<file path="config.mk">
export PLATFORM = sky130hd
export DESIGN_NAME = asrc_ctrl
export DESIGN_NICKNAME = d
export VERILOG_FILES = /design/src/design/asrc_pkg.sv /design/src/design/asrc_ctrl.sv /design/src/design/asrc_timer.sv
export SDC_FILE = /design/constraint.sdc
export NUM_CORES = 1
export LEC_CHECK = 0
export CAP_MARGIN = 20
export CORE_ASPECT_RATIO = 1.1
export CORE_MARGIN = 2
export CORE_UTILIZATION = 55
export CTS_CLUSTER_DIAMETER = 150
export CTS_CLUSTER_SIZE = 20
export DETAILED_ROUTE_END_ITERATION = 8
export DONT_BUFFER_PORTS = 1
export MAX_ROUTING_LAYER = met4
export PLACE_DENSITY_LB_ADDON = 0.25
export SLEW_MARGIN = 20
export SYNTH_ARGS = -nofsm -noshare
export SYNTH_HDL_FRONTEND = slang
export SYNTH_HIERARCHICAL = 1
export SYNTH_SLANG_ARGS = --single-unit
</file>
<file path="constraint.sdc">
create_clock -name i_clk -period 3.1 [get_ports i_clk]
set_input_delay 0.93 -clock i_clk [delete_from_list [all_inputs] [get_ports i_clk]]
set_output_delay 0.93 -clock i_clk [all_outputs]
set_load 0.05 [all_outputs]
</file>
<file path="src/design/asrc_pkg.sv">
// Purpose: Constants and types for the async SRAM host controller
// Assumes: 20 MHz clock, 50 ns period
// Notes:   Times in ns; cycle counts derived from the clock period
`default_nettype none
package asrc_pkg;
  localparam int CLK_PERIOD_NS = 50;
  localparam int ADDR_W        = 17;
  localparam int DATA_W        = 8;
  localparam int MEM_WORDS     = 131072;
  // Slow grade figures; the controller honours the worse of both grades
  localparam int T_ACCESS_NS   = 20;
  localparam int T_OE_NS       = 8;
  localparam int T_HZ_NS       = 8;
  localparam int T_WP_NS       = 15;
  localparam int T_CW_NS       = 15;
  localparam int T_DW_NS       = 9;
  localparam int T_WHZ_NS      = 8;
  localparam int T_WC_NS       = 20;
  // Least times round up to whole cycles, never below one
  function automatic int min_cyc(input int t_ns);
    int c;
    c = (t_ns + CLK_PERIOD_NS - 1) / CLK_PERIOD_NS;
    return (c < 1) ? 1 : c;
  endfunction
  localparam int RD_CYC  = min_cyc(T_ACCESS_NS);
  localparam int WP_CYC  = min_cyc(T_WHZ_NS + T_DW_NS);
  localparam int HZ_CYC  = min_cyc(T_HZ_NS);
  localparam int WC_CYC  = min_cyc(T_WC_NS);
  localparam int CNT_W   = 4;

  typedef struct packed {
    logic              write;
    logic [ADDR_W-1:0] addr;
    logic [DATA_W-1:0] wdata;
  } asrc_req_type;

  typedef struct packed {
    logic              cs_b;
    logic              oe_b;
    logic              we_b;
    logic [ADDR_W-1:0] addr;
  } asrc_pins_type;
endpackage
`default_nettype wire

</file>
<file path="src/design/asrc_ctrl.sv">
// Purpose: Host controller driving a 128K x 8 asynchronous SRAM
// Assumes: Pin inputs synchronous to i_clk; one request at a time
// Notes:   Every phase is at least one 50 ns cycle, above all minimums
`default_nettype none
// Behaviour
// - Write only while select and strobe low
// - Address stable long enough before write end
// - Select low long enough before write end
// - Write data set up before write end
// - Strobe pulse covers release plus set-up
// - Host never drives while memory drives
// - Address valid by select fall
module asrc_ctrl
  import asrc_pkg::*;
(
  input  wire logic              i_clk,
  input  wire logic              i_rst_b,
  input  wire logic              i_req_valid,
  input  wire asrc_req_type      i_req,
  output logic                   o_req_ready,
  output logic                   o_rd_valid,
  output logic [DATA_W-1:0]      o_rd_data,
  output asrc_pins_type          o_pins,
  input  wire logic [DATA_W-1:0] i_dq,
  output logic [DATA_W-1:0]      o_dq,
  output logic                   o_dq_oe_b
);
  typedef enum logic [2:0] {
    ST_IDLE, ST_RD, ST_RD_END, ST_WR_SET, ST_WR_PULSE, ST_WR_REC
  } asrc_state_type;

  // ------------------------------------------------------------------
  // Reset release
  // ------------------------------------------------------------------
  logic rst_meta;
  logic rst_b;

  always_ff @(posedge i_clk or negedge i_rst_b)
  begin
    if (!i_rst_b)
    begin
      rst_meta <= 1'b0;
      rst_b    <= 1'b0;
    end
    else
    begin
      rst_meta <= 1'b1;
      rst_b    <= rst_meta;
    end
  end

  // ------------------------------------------------------------------
  // Sequencer
  // ------------------------------------------------------------------
  asrc_state_type    state;
  asrc_state_type    next_state;
  asrc_pins_type     pins;
  asrc_pins_type     next_pins;
  logic [DATA_W-1:0] dq;
  logic [DATA_W-1:0] next_dq;
  logic              dq_oe_b;
  logic              next_dq_oe_b;
  logic [DATA_W-1:0] rd_data;
  logic [DATA_W-1:0] next_rd_data;
  logic              rd_valid;
  logic              next_rd_valid;
  logic              t_load;
  logic [CNT_W-1:0]  t_count;
  logic              t_done;

  asrc_timer u_timer (
    .i_clk   (i_clk),
    .i_rst_b (rst_b),
    .i_load  (t_load),
    .i_count (t_count),
    .o_done  (t_done)
  );

  localparam asrc_pins_type PINS_IDLE = '{cs_b: 1'b1, oe_b: 1'b1,
                                          we_b: 1'b1, addr: '0};

  always_comb
  begin
    next_state    = state;
    next_pins     = pins;
    next_dq       = dq;
    next_dq_oe_b  = dq_oe_b;
    next_rd_data  = rd_data;
    next_rd_valid = 1'b0;
    t_load        = 1'b0;
    t_count       = 4'h0;
    unique case (state)
      ST_IDLE:
      begin
        if (i_req_valid && t_done)
        begin
          t_load         = 1'b1;
          // Address and select move together
          next_pins.addr = i_req.addr;
          next_pins.cs_b = 1'b0;
          if (i_req.write)
          begin
            // Select before strobe, output enable held off
            next_pins.oe_b = 1'b1;
            next_dq        = i_req.wdata;
            next_dq_oe_b   = 1'b0;
            next_state     = ST_WR_SET;
            t_count        = 4'h1;
          end
          else
          begin
            next_pins.oe_b = 1'b0;
            next_pins.we_b = 1'b1;
            t_count        = CNT_W'(RD_CYC);
            next_state     = ST_RD;
          end
        end
      end
      ST_RD:
      begin
        if (t_done)
        begin
          // Sampled after the whole access time has passed
          next_rd_data   = i_dq;
          next_rd_valid  = 1'b1;
          next_pins      = PINS_IDLE;
          next_pins.addr = pins.addr;
          t_load         = 1'b1;
          t_count        = CNT_W'(HZ_CYC);
          next_state     = ST_RD_END;
        end
      end
      ST_RD_END:
      begin
        // Memory outputs float before anything else may drive
        if (t_done)
          next_state = ST_IDLE;
      end
      ST_WR_SET:
      begin
        if (t_done)
        begin
          next_pins.we_b = 1'b0;
          t_load         = 1'b1;
          t_count        = CNT_W'(WP_CYC);
          next_state     = ST_WR_PULSE;
        end
      end
      ST_WR_PULSE:
      begin
        if (t_done)
        begin
          // Strobe, select and address held through the pulse
          next_pins.we_b = 1'b1;
          next_pins.cs_b = 1'b1;
          t_load         = 1'b1;
          t_count        = CNT_W'(WC_CYC);
          next_state     = ST_WR_REC;
        end
      end
      ST_WR_REC:
      begin
        // Data hold is zero, so release right after the strobe
        next_dq_oe_b = 1'b1;
        if (t_done)
          next_state = ST_IDLE;
      end
      default:
        next_state = ST_IDLE;
    endcase
  end

  always_ff @(posedge i_clk or negedge rst_b)
  begin
    if (!rst_b)
    begin
      state    <= ST_IDLE;
      pins     <= PINS_IDLE;
      dq       <= 8'h00;
      dq_oe_b  <= 1'b1;
      rd_data  <= 8'h00;
      rd_valid <= 1'b0;
    end
    else
    begin
      state    <= next_state;
      pins     <= next_pins;
      dq       <= next_dq;
      dq_oe_b  <= next_dq_oe_b;
      rd_data  <= next_rd_data;
      rd_valid <= next_rd_valid;
    end
  end

  // Low in reset so that no request is taken and then lost
  assign o_req_ready = (state == ST_IDLE) && t_done && rst_b;
  assign o_rd_valid  = rd_valid;
  assign o_rd_data   = rd_data;
  assign o_pins      = pins;
  assign o_dq        = dq;
  assign o_dq_oe_b   = dq_oe_b;
endmodule
`default_nettype wire

</file>
<file path="src/design/asrc_timer.sv">
// Purpose: Down counter that times each phase of a memory cycle
// Assumes: Loaded with a non-zero count
// Notes:   o_done is high while the count is zero
`default_nettype none
module asrc_timer
  import asrc_pkg::*;
(
  input  wire logic             i_clk,
  input  wire logic             i_rst_b,
  input  wire logic             i_load,
  input  wire logic [CNT_W-1:0] i_count,
  output logic                  o_done
);
  logic [CNT_W-1:0] count;
  logic [CNT_W-1:0] next_count;

  always_comb
  begin
    next_count = count;
    if (i_load)
      next_count = i_count;
    else if (count != 4'h0)
      next_count = count - 4'h1;
  end

  always_ff @(posedge i_clk or negedge i_rst_b)
  begin
    if (!i_rst_b)
      count <= 4'h0;
    else
      count <= next_count;
  end

  assign o_done = (count == 4'h0);
endmodule
`default_nettype wire

</file>
==> impl_metrics.py, run 1 <==
metrics = {
    "sta": {
        "relSlewSlack": 0.635,
        "finalCritPeriodShare": 0.930,
        "report.final.hold_viol_count": 0,
        "rsz0062_at_grt": "false",
        "largest_clock_skew_in_the_final_design_ns": 0.00778,
        "maxClockFrequency_mhz": 347,
        "fin_tns_setup_ns": 0,
        "slew_violations": 0,
        "worst_slack_ns": 0.218,
        "minimum_period_implied_by_the_final_worst_setup_slack_ns": 2.88,
        "setup_viol_count_final": 0,
        "tightestPinTransition_ns": 0.547,
    },
    "grt": {
        "initial_antenna_violation_count": 0,
        "grt_max_degree": 46,
        "vias_in_the_first_global_route": 1068,
        "wire_length_of_the_first_global_routing_pass_um": 5090,
        "grt_overflow_total": 0,
        "globalRouteTotalUtil": 0.174,
    },
    "critical_path": {
        "timing.critical_path.from_type": "register",
        "regToRegStartpoint": "u_timer/count[0]",
        "r2r.worst_path.cells": 8,
        "critical_path_origin": "u_timer/count[0]",
        "timing.critical_path.fanout_max": 5,
        "timing.setup.critical_path_class": "register to output pin",
        "reg2reg_slack_ns": 0.75,
        "regToRegEndpoint": "u_timer/count[3]",
        "worstSetupEndpointType": "output pin",
        "worstPathRequired_ns": 2.17,
        "worst-endpoint-arrival_ns": 1.95,
    },
    "final_layout": {
        "fillers": 284,
        "num_antenna_cells": 0,
        "final_common_cell": "sky130_fd_sc_hd__dfrtp_1",
        "final_layout_size_suffix_gt1_frac": 0.329,
        "finalNonFillerCells": 199,
        "mostFrequentLayoutCells": "42 x sky130_fd_sc_hd__dfrtp_1, 16 x sky130_fd_sc_hd__mux2_2, 10 x sky130_fd_sc_hd__mux2_4",
        "final_util": 0.611,
        "area_delta_synth_final_pct": 7.99,
        "final_nets": 186,
    },
    "placement": {
        "buffer_ports.inserted": 0,
        "numPlacedInstances": 191,
        "dp_hpwl_um": 2550,
        "gp_congestion": 0.735,
        "worst_slack_placed_ns": 0.533,
    },
    "clock_tree": {
        "cts-htree-levels": 2,
        "clock_sink_count": 47,
        "cts-root-to-sink-buffers": 2,
        "clk_pin_slew_ns": 0.08,
        "cts_hold_buf": 0,
        "clockRootBuffer": "sky130_fd_sc_hd__clkbuf_8",
        "clock_tree_from_tritoncts": "yes",
        "cts_resized": 0,
        "clock_insertion_delay_worst_skew_ns": 0.29,
        "cts_inserted_buffers": 5,
        "cts_setup_buffers": 0,
    },
    "routing": {
        "vias_per_cell": 5.53,
        "total_number_of_vias": 1101,
        "drt_first_iter_violations": 40,
        "ant_nets": 0,
        "overall_routed_net_length_um": 3440,
        "wl_per_cell_um": 17.3,
        "drc_errors": 0,
        "first_pass_iters": 4,
    },
    "min_path": {
        "hold_path_class": "input port to async pin",
    },
    "synth": {
        "avgSynthCellArea_sq_um": 14.0,
        "ys.warnings.count": 6,
        "syn-cell-area_sq_um": 2020,
        "synth.yosys.seq_area_share": 0.585,
        "synth_async_sr_flop_share": 1.00,
        "synth_enable_flop_cells": 0,
        "post_synth_num_cell_types": 40,
        "dominantRegCellSynth": "sky130_fd_sc_hd__dfrtp_1",
        "syn_inst": 144,
        "yosys_register_bits": 47,
    },
    "floorplan": {
        "die-area_sq_um": 4170,
        "initial_cell_density_of_the_core": 0.566,
        "core_area_sq_um": 3570,
        "row_count": 23,
        "ios": 76,
        "die_height_um": 67.6,
        "die_width_um": 61.8,
    },
    "run_status": {
        "run_status": "finished clean",
    },
    "flow_run": {
        "reported_max_cap_violation_count": 0,
    },
}
[cells in the mapped netlist, types with 2 or more instances]
cell                         n  share of area
sky130_fd_sc_hd__inv_1       3         0.0056
sky130_fd_sc_hd__o21ai_0     3         0.0074
sky130_fd_sc_hd__mux2i_1     2         0.0099
sky130_fd_sc_hd__nor2_1      5         0.0093
sky130_fd_sc_hd__mux2_4     10          0.074
sky130_fd_sc_hd__nand2_1     9          0.017
sky130_fd_sc_hd__buf_2       5          0.012
sky130_fd_sc_hd__nor3_1      2         0.0050
sky130_fd_sc_hd__a21oi_1     2         0.0050
sky130_fd_sc_hd__mux2_2     16          0.089
sky130_fd_sc_hd__dfstp_2     4          0.052
sky130_fd_sc_hd__a2bb2oi_1   2         0.0087
sky130_fd_sc_hd__mux2_1      8          0.045
sky130_fd_sc_hd__nand3_1     3         0.0074
sky130_fd_sc_hd__buf_6       2          0.011
sky130_fd_sc_hd__dfrtp_1    43           0.53
sky130_fd_sc_hd__conb_1      2         0.0037
[registers in the layout, indices dropped and copies added (netlist names)]
register and cells:
o_rd_valid 1, o_dq_oe_b 1, o_dq 8, rst_meta 1, rst_b 1, u_timer/count 4, o_pins 20, state 3
o_rd_data 8
[layout make-up]
type / instances / area [sq um] / share of cell area
clock inverters: 3 / 43.8 / 0.0201
inverters: 3 / 11.3 / 0.00516
flip-flops and latches: 47 / 1180 / 0.542
repair buffers: 4 / 30.0 / 0.0138
well taps: 50 / 62.6 / 0.0287
multi-input cells: 87 / 782 / 0.359
clock buffers: 5 / 68.8 / 0.0316
[critical path, cell delays in order (launching register included)]
cell	delay [ns]
sky130_fd_sc_hd__dfrtp_1	0.39
sky130_fd_sc_hd__inv_1	0.09
sky130_fd_sc_hd__ha_1	0.22
sky130_fd_sc_hd__nor3b_4	0.21
sky130_fd_sc_hd__nor4b_4	0.37
sky130_fd_sc_hd__and2_1	0.19
sky130_fd_sc_hd__buf_4	0.19
[logic make-up (layout without fill, tap and decap cells)]
family                   Yosys count  in the layout  share of synthesized area
flip-flops                        47             47                      0.585
XOR/XNOR                           1              1                    0.00434
AO/OA/AOI/OAI                     15             15                     0.0545
buffers and inverters             12             15                     0.0347
AND/OR/NAND/NOR                   30             30                     0.0936
adder cells (fa/ha/maj)            1              1                    0.00619
multiplexers                      36             36                      0.218
other                              2              4                    0.00372
[how the worst max path moves through the flow]
stage | end | slack [ns] | cells after the start
6_report | o_req_ready | 0.22 | 6
3_5_place_dp | o_req_ready | 0.53 | 6
5_1_grt | o_req_ready | 0.08 | 6
4_1_cts | o_req_ready | 0.19 | 6
2_1_floorplan | o_req_ready | 0.29 | 6
3_3_place_gp | o_req_ready | 0.60 | 6
[through the flow]
stage          hold WS [ns]  cell area (sq um)
2_1_floorplan         0.331               2030
3_3_place_gp          0.335               2070
3_5_place_dp          0.346               2070
4_1_cts               0.309               2180
5_1_grt               0.291               2180
6_report              0.319               2180
[per-layer routing]
metal  track usage  wire length, um
met1         0.206             1300
met2         0.275             1810
met3        0.0632              287
met4        0.0559               37
met5             -                0
Power of run 1 is not shown: default switching activity piles up to over one toggle a cycle in this logic, so the estimate is an artifact.
==> run 2, diff against run 1 <==
--- a/config.mk
+++ b/config.mk
@@ -5,6 +5,7 @@
 export SDC_FILE = /design/constraint.sdc
 export NUM_CORES = 1
 export LEC_CHECK = 0
+export ABC_AREA = 1
 export CAP_MARGIN = 20
 export CORE_ASPECT_RATIO = 1.1
 export CORE_MARGIN = 2
==> impl_metrics.py, run 2 <==
metrics = {
    "run_status": {
        "run_status": "finished clean",
    },
    "critical_path": {
        "crit_top_cell": "sky130_fd_sc_hd__inv_1",
        "worstSetupEndpointType": "output pin",
        "timing.critical_path.slowest_stage_cell": "sky130_fd_sc_hd__dfrtp_1",
        "timing.setup.critical_path_class": "register to output pin",
        "timing.critical_path.fanout_max": 6,
        "critPathBufInv": 4,
        "worst-endpoint-arrival_ns": 1.70,
        "slowest_delay_ns": 0.38,
        "timing.critical_path.from_type": "register",
        "worst_path_dominant_cell_family": "buffers and inverters",
        "crit_chain": "inv_1 > ha_1 > nand2_1 > inv_1 > inv_1 > nor3b_2 > buf_4",
        "reg2reg_slack_ns": 0.89,
        "worstPathRequired_ns": 2.17,
    },
    "sta": {
        "largest_clock_skew_in_the_final_design_ns": 0.00832,
        "finalCritPeriodShare": 0.849,
        "relSlewSlack": 0.463,
        "setup_viol_count_final": 0,
        "worst_slack_ns": 0.467,
        "maxClockFrequency_mhz": 380,
        "fin_tns_setup_ns": 0,
        "slew_violations": 0,
        "tightestPinTransition_ns": 0.798,
        "rsz0062_at_grt": "false",
        "minimum_period_implied_by_the_final_worst_setup_slack_ns": 2.63,
        "report.final.hold_viol_count": 0,
    },
    "final_layout": {
        "final-seq-area_sq_um": 1180,
        "multi_input_area_sq_um": 761,
        "area_delta_synth_final_pct": 7.14,
        "final_common_cell": "sky130_fd_sc_hd__nand2_1",
        "final_layout_size_suffix_gt1_frac": 0.115,
        "mostFrequentLayoutCells": "137 x sky130_fd_sc_hd__nand2_1, 42 x sky130_fd_sc_hd__dfrtp_1, 12 x sky130_fd_sc_hd__inv_1",
        "num_antenna_cells": 0,
        "final_nets": 290,
        "fillers": 334,
        "largest_register_ffs": 20,
    },
    "grt": {
        "globalRouteTotalUtil": 0.192,
        "initial_antenna_violation_count": 0,
        "grt_overflow_total": 0,
        "grt_max_degree": 46,
        "wire_length_of_the_first_global_routing_pass_um": 5820,
        "vias_in_the_first_global_route": 1348,
    },
    "synth": {
        "dominantRegCellSynth": "sky130_fd_sc_hd__dfrtp_1",
        "ys_top_cells_by_area": "sky130_fd_sc_hd__dfrtp_1 53%, sky130_fd_sc_hd__nand2_1 25%, sky130_fd_sc_hd__dfstp_2 5.2%, sky130_fd_sc_hd__inv_1 2.2%, sky130_fd_sc_hd__nand3_1 2.0%",
        "avgSynthCellArea_sq_um": 8.30,
        "synth.yosys.seq_area_share": 0.581,
        "synth_async_sr_flop_share": 1.00,
        "synthDominantAreaCellType": "sky130_fd_sc_hd__dfrtp_1",
        "synth_enable_flop_cells": 0,
        "synth_top_cells_by_count": "137 x sky130_fd_sc_hd__nand2_1, 43 x sky130_fd_sc_hd__dfrtp_1, 12 x sky130_fd_sc_hd__inv_1, 8 x sky130_fd_sc_hd__nand3_1, 7 x sky130_fd_sc_hd__o21ai_0",
        "syn_inst": 245,
        "synth_top_cell_area_share": 0.529,
        "syn-cell-area_sq_um": 2030,
        "post-synth-top-count-cell": "sky130_fd_sc_hd__nand2_1",
        "yosys_register_bits": 47,
        "ys.warnings.count": 6,
        "post_synth_num_cell_types": 24,
    },
    "routing": {
        "top_signal_layer_used": "met4",
        "total_number_of_vias": 1499,
        "met3RoutedLength_um": 320,
        "drt_first_iter_violations": 75,
        "wl_per_cell_um": 12.2,
        "routedLengthMet1_um": 1650,
        "routed-wl-met2_um": 1690,
        "first_pass_iters": 4,
        "ant_nets": 0,
        "drc_errors": 0,
        "overall_routed_net_length_um": 3680,
        "vias_per_cell": 4.95,
    },
    "floorplan": {
        "die_width_um": 62.0,
        "die_height_um": 67.8,
        "initial_cell_density_of_the_core": 0.565,
        "core_area_sq_um": 3600,
        "ios": 76,
        "die-area_sq_um": 4200,
        "row_count": 23,
    },
    "clock_tree": {
        "cts_setup_buffers": 0,
        "cts_hold_buf": 0,
        "clockRootBuffer": "sky130_fd_sc_hd__clkbuf_8",
        "clock_insertion_delay_worst_skew_ns": 0.29,
        "cts_resized": 0,
        "cts_inserted_buffers": 5,
        "clock_sink_count": 47,
        "clk_pin_slew_ns": 0.08,
        "cts-htree-levels": 2,
        "clock_tree_from_tritoncts": "yes",
        "cts-root-to-sink-buffers": 2,
    },
    "min_path": {
        "hold_path_class": "input port to async pin",
    },
    "placement": {
        "dp_hpwl_um": 2670,
        "buffer_ports.inserted": 0,
        "worst_slack_placed_ns": 0.788,
        "gp_congestion": 0.904,
    },
    "flow_run": {
        "reported_max_cap_violation_count": 0,
    },
}
-- run 2: cell count changes in the layout (fill, tap and decap cells not counted), sizes merged, moves of 2 or more --
| cell | previous run | this run |
|---|---|---|
| nand2 | 10 | 139 |
| nor3 | 2 | 0 |
| mux2 | 34 | 0 |
| nand3 | 3 | 10 |
| inv | 3 | 17 |
| a2bb2oi | 2 | 0 |
| o21ai | 4 | 8 |
| mux2i | 2 | 0 |
| nor2 | 5 | 8 |
-- run 2: area by class of cell --
cell class / instances / share of cell area
multi-input cells: 178 / 0.349
inverters: 17 / 0.0293
flip-flops and latches: 47 / 0.543
clock buffers: 6 / 0.0333
clock inverters: 2 / 0.00632
well taps: 50 / 0.0287
repair buffers: 3 / 0.0103
-- run 2: final timing paths --
path                                        from               end  depth (start not counted)
worst min-delay path                     i_rst_b             rst_b                          0
max in group asynchronous                  rst_b        o_pins[18]                          1
min in group i_clk                      rst_meta             rst_b                          0
worst max register to register  u_timer/count[0]  u_timer/count[3]                         11
worst max-delay path            u_timer/count[0]       o_req_ready                          7
worst min register to register          rst_meta             rst_b                          0
-- run 2: metrics by stage --
step,hold WS (ns),cells,area [sq um],utilization
after floorplan,0.331,247,2050,-
after global placement,0.332,295,2090,0.582
after detailed placement,0.339,295,2090,0.582
after CTS,0.312,303,2180,0.606
after global routing,0.296,303,2180,0.606
final,0.319,303,2180,0.606
-- run 2: logic make-up (layout without fill, tap and decap cells) --
| group | Yosys count | after routing | synth area share |
|---|---|---|---|
| adders and majority gates | 1 | 1 | 0.00615 |
| buffers and inverters | 22 | 28 | 0.0511 |
| xor gates and xnor gates | 1 | 1 | 0.00431 |
| other | 2 | 4 | 0.00369 |
| DFF | 47 | 47 | 0.581 |
| and+or+nand+nor | 159 | 159 | 0.320 |
| AOI/OAI and AO/OA | 13 | 13 | 0.0338 |
-- run 2: worst register-to-register path, stage by stage (launching register included) --
cell and delay, ns:
sky130_fd_sc_hd__dfrtp_1 0.38, sky130_fd_sc_hd__inv_1 0.10, sky130_fd_sc_hd__ha_1 0.23, sky130_fd_sc_hd__nand2_1 0.09
sky130_fd_sc_hd__inv_1 0.09, sky130_fd_sc_hd__inv_1 0.12, sky130_fd_sc_hd__o21ai_0 0.67, sky130_fd_sc_hd__inv_1 0.17
sky130_fd_sc_hd__nand2_1 0.14, sky130_fd_sc_hd__inv_1 0.05, sky130_fd_sc_hd__nand2_1 0.05, sky130_fd_sc_hd__nand2_1 0.04
-- run 2: metal layers --
layer | global-route usage | vias to the layer above
li1 | - | 760
met1 | 0.262 | 673
met2 | 0.281 | 64
met3 | 0.0575 | 2
met4 | 0.0479 | 0
met5 | - | -
Power of run 2 is left out for the same reason.
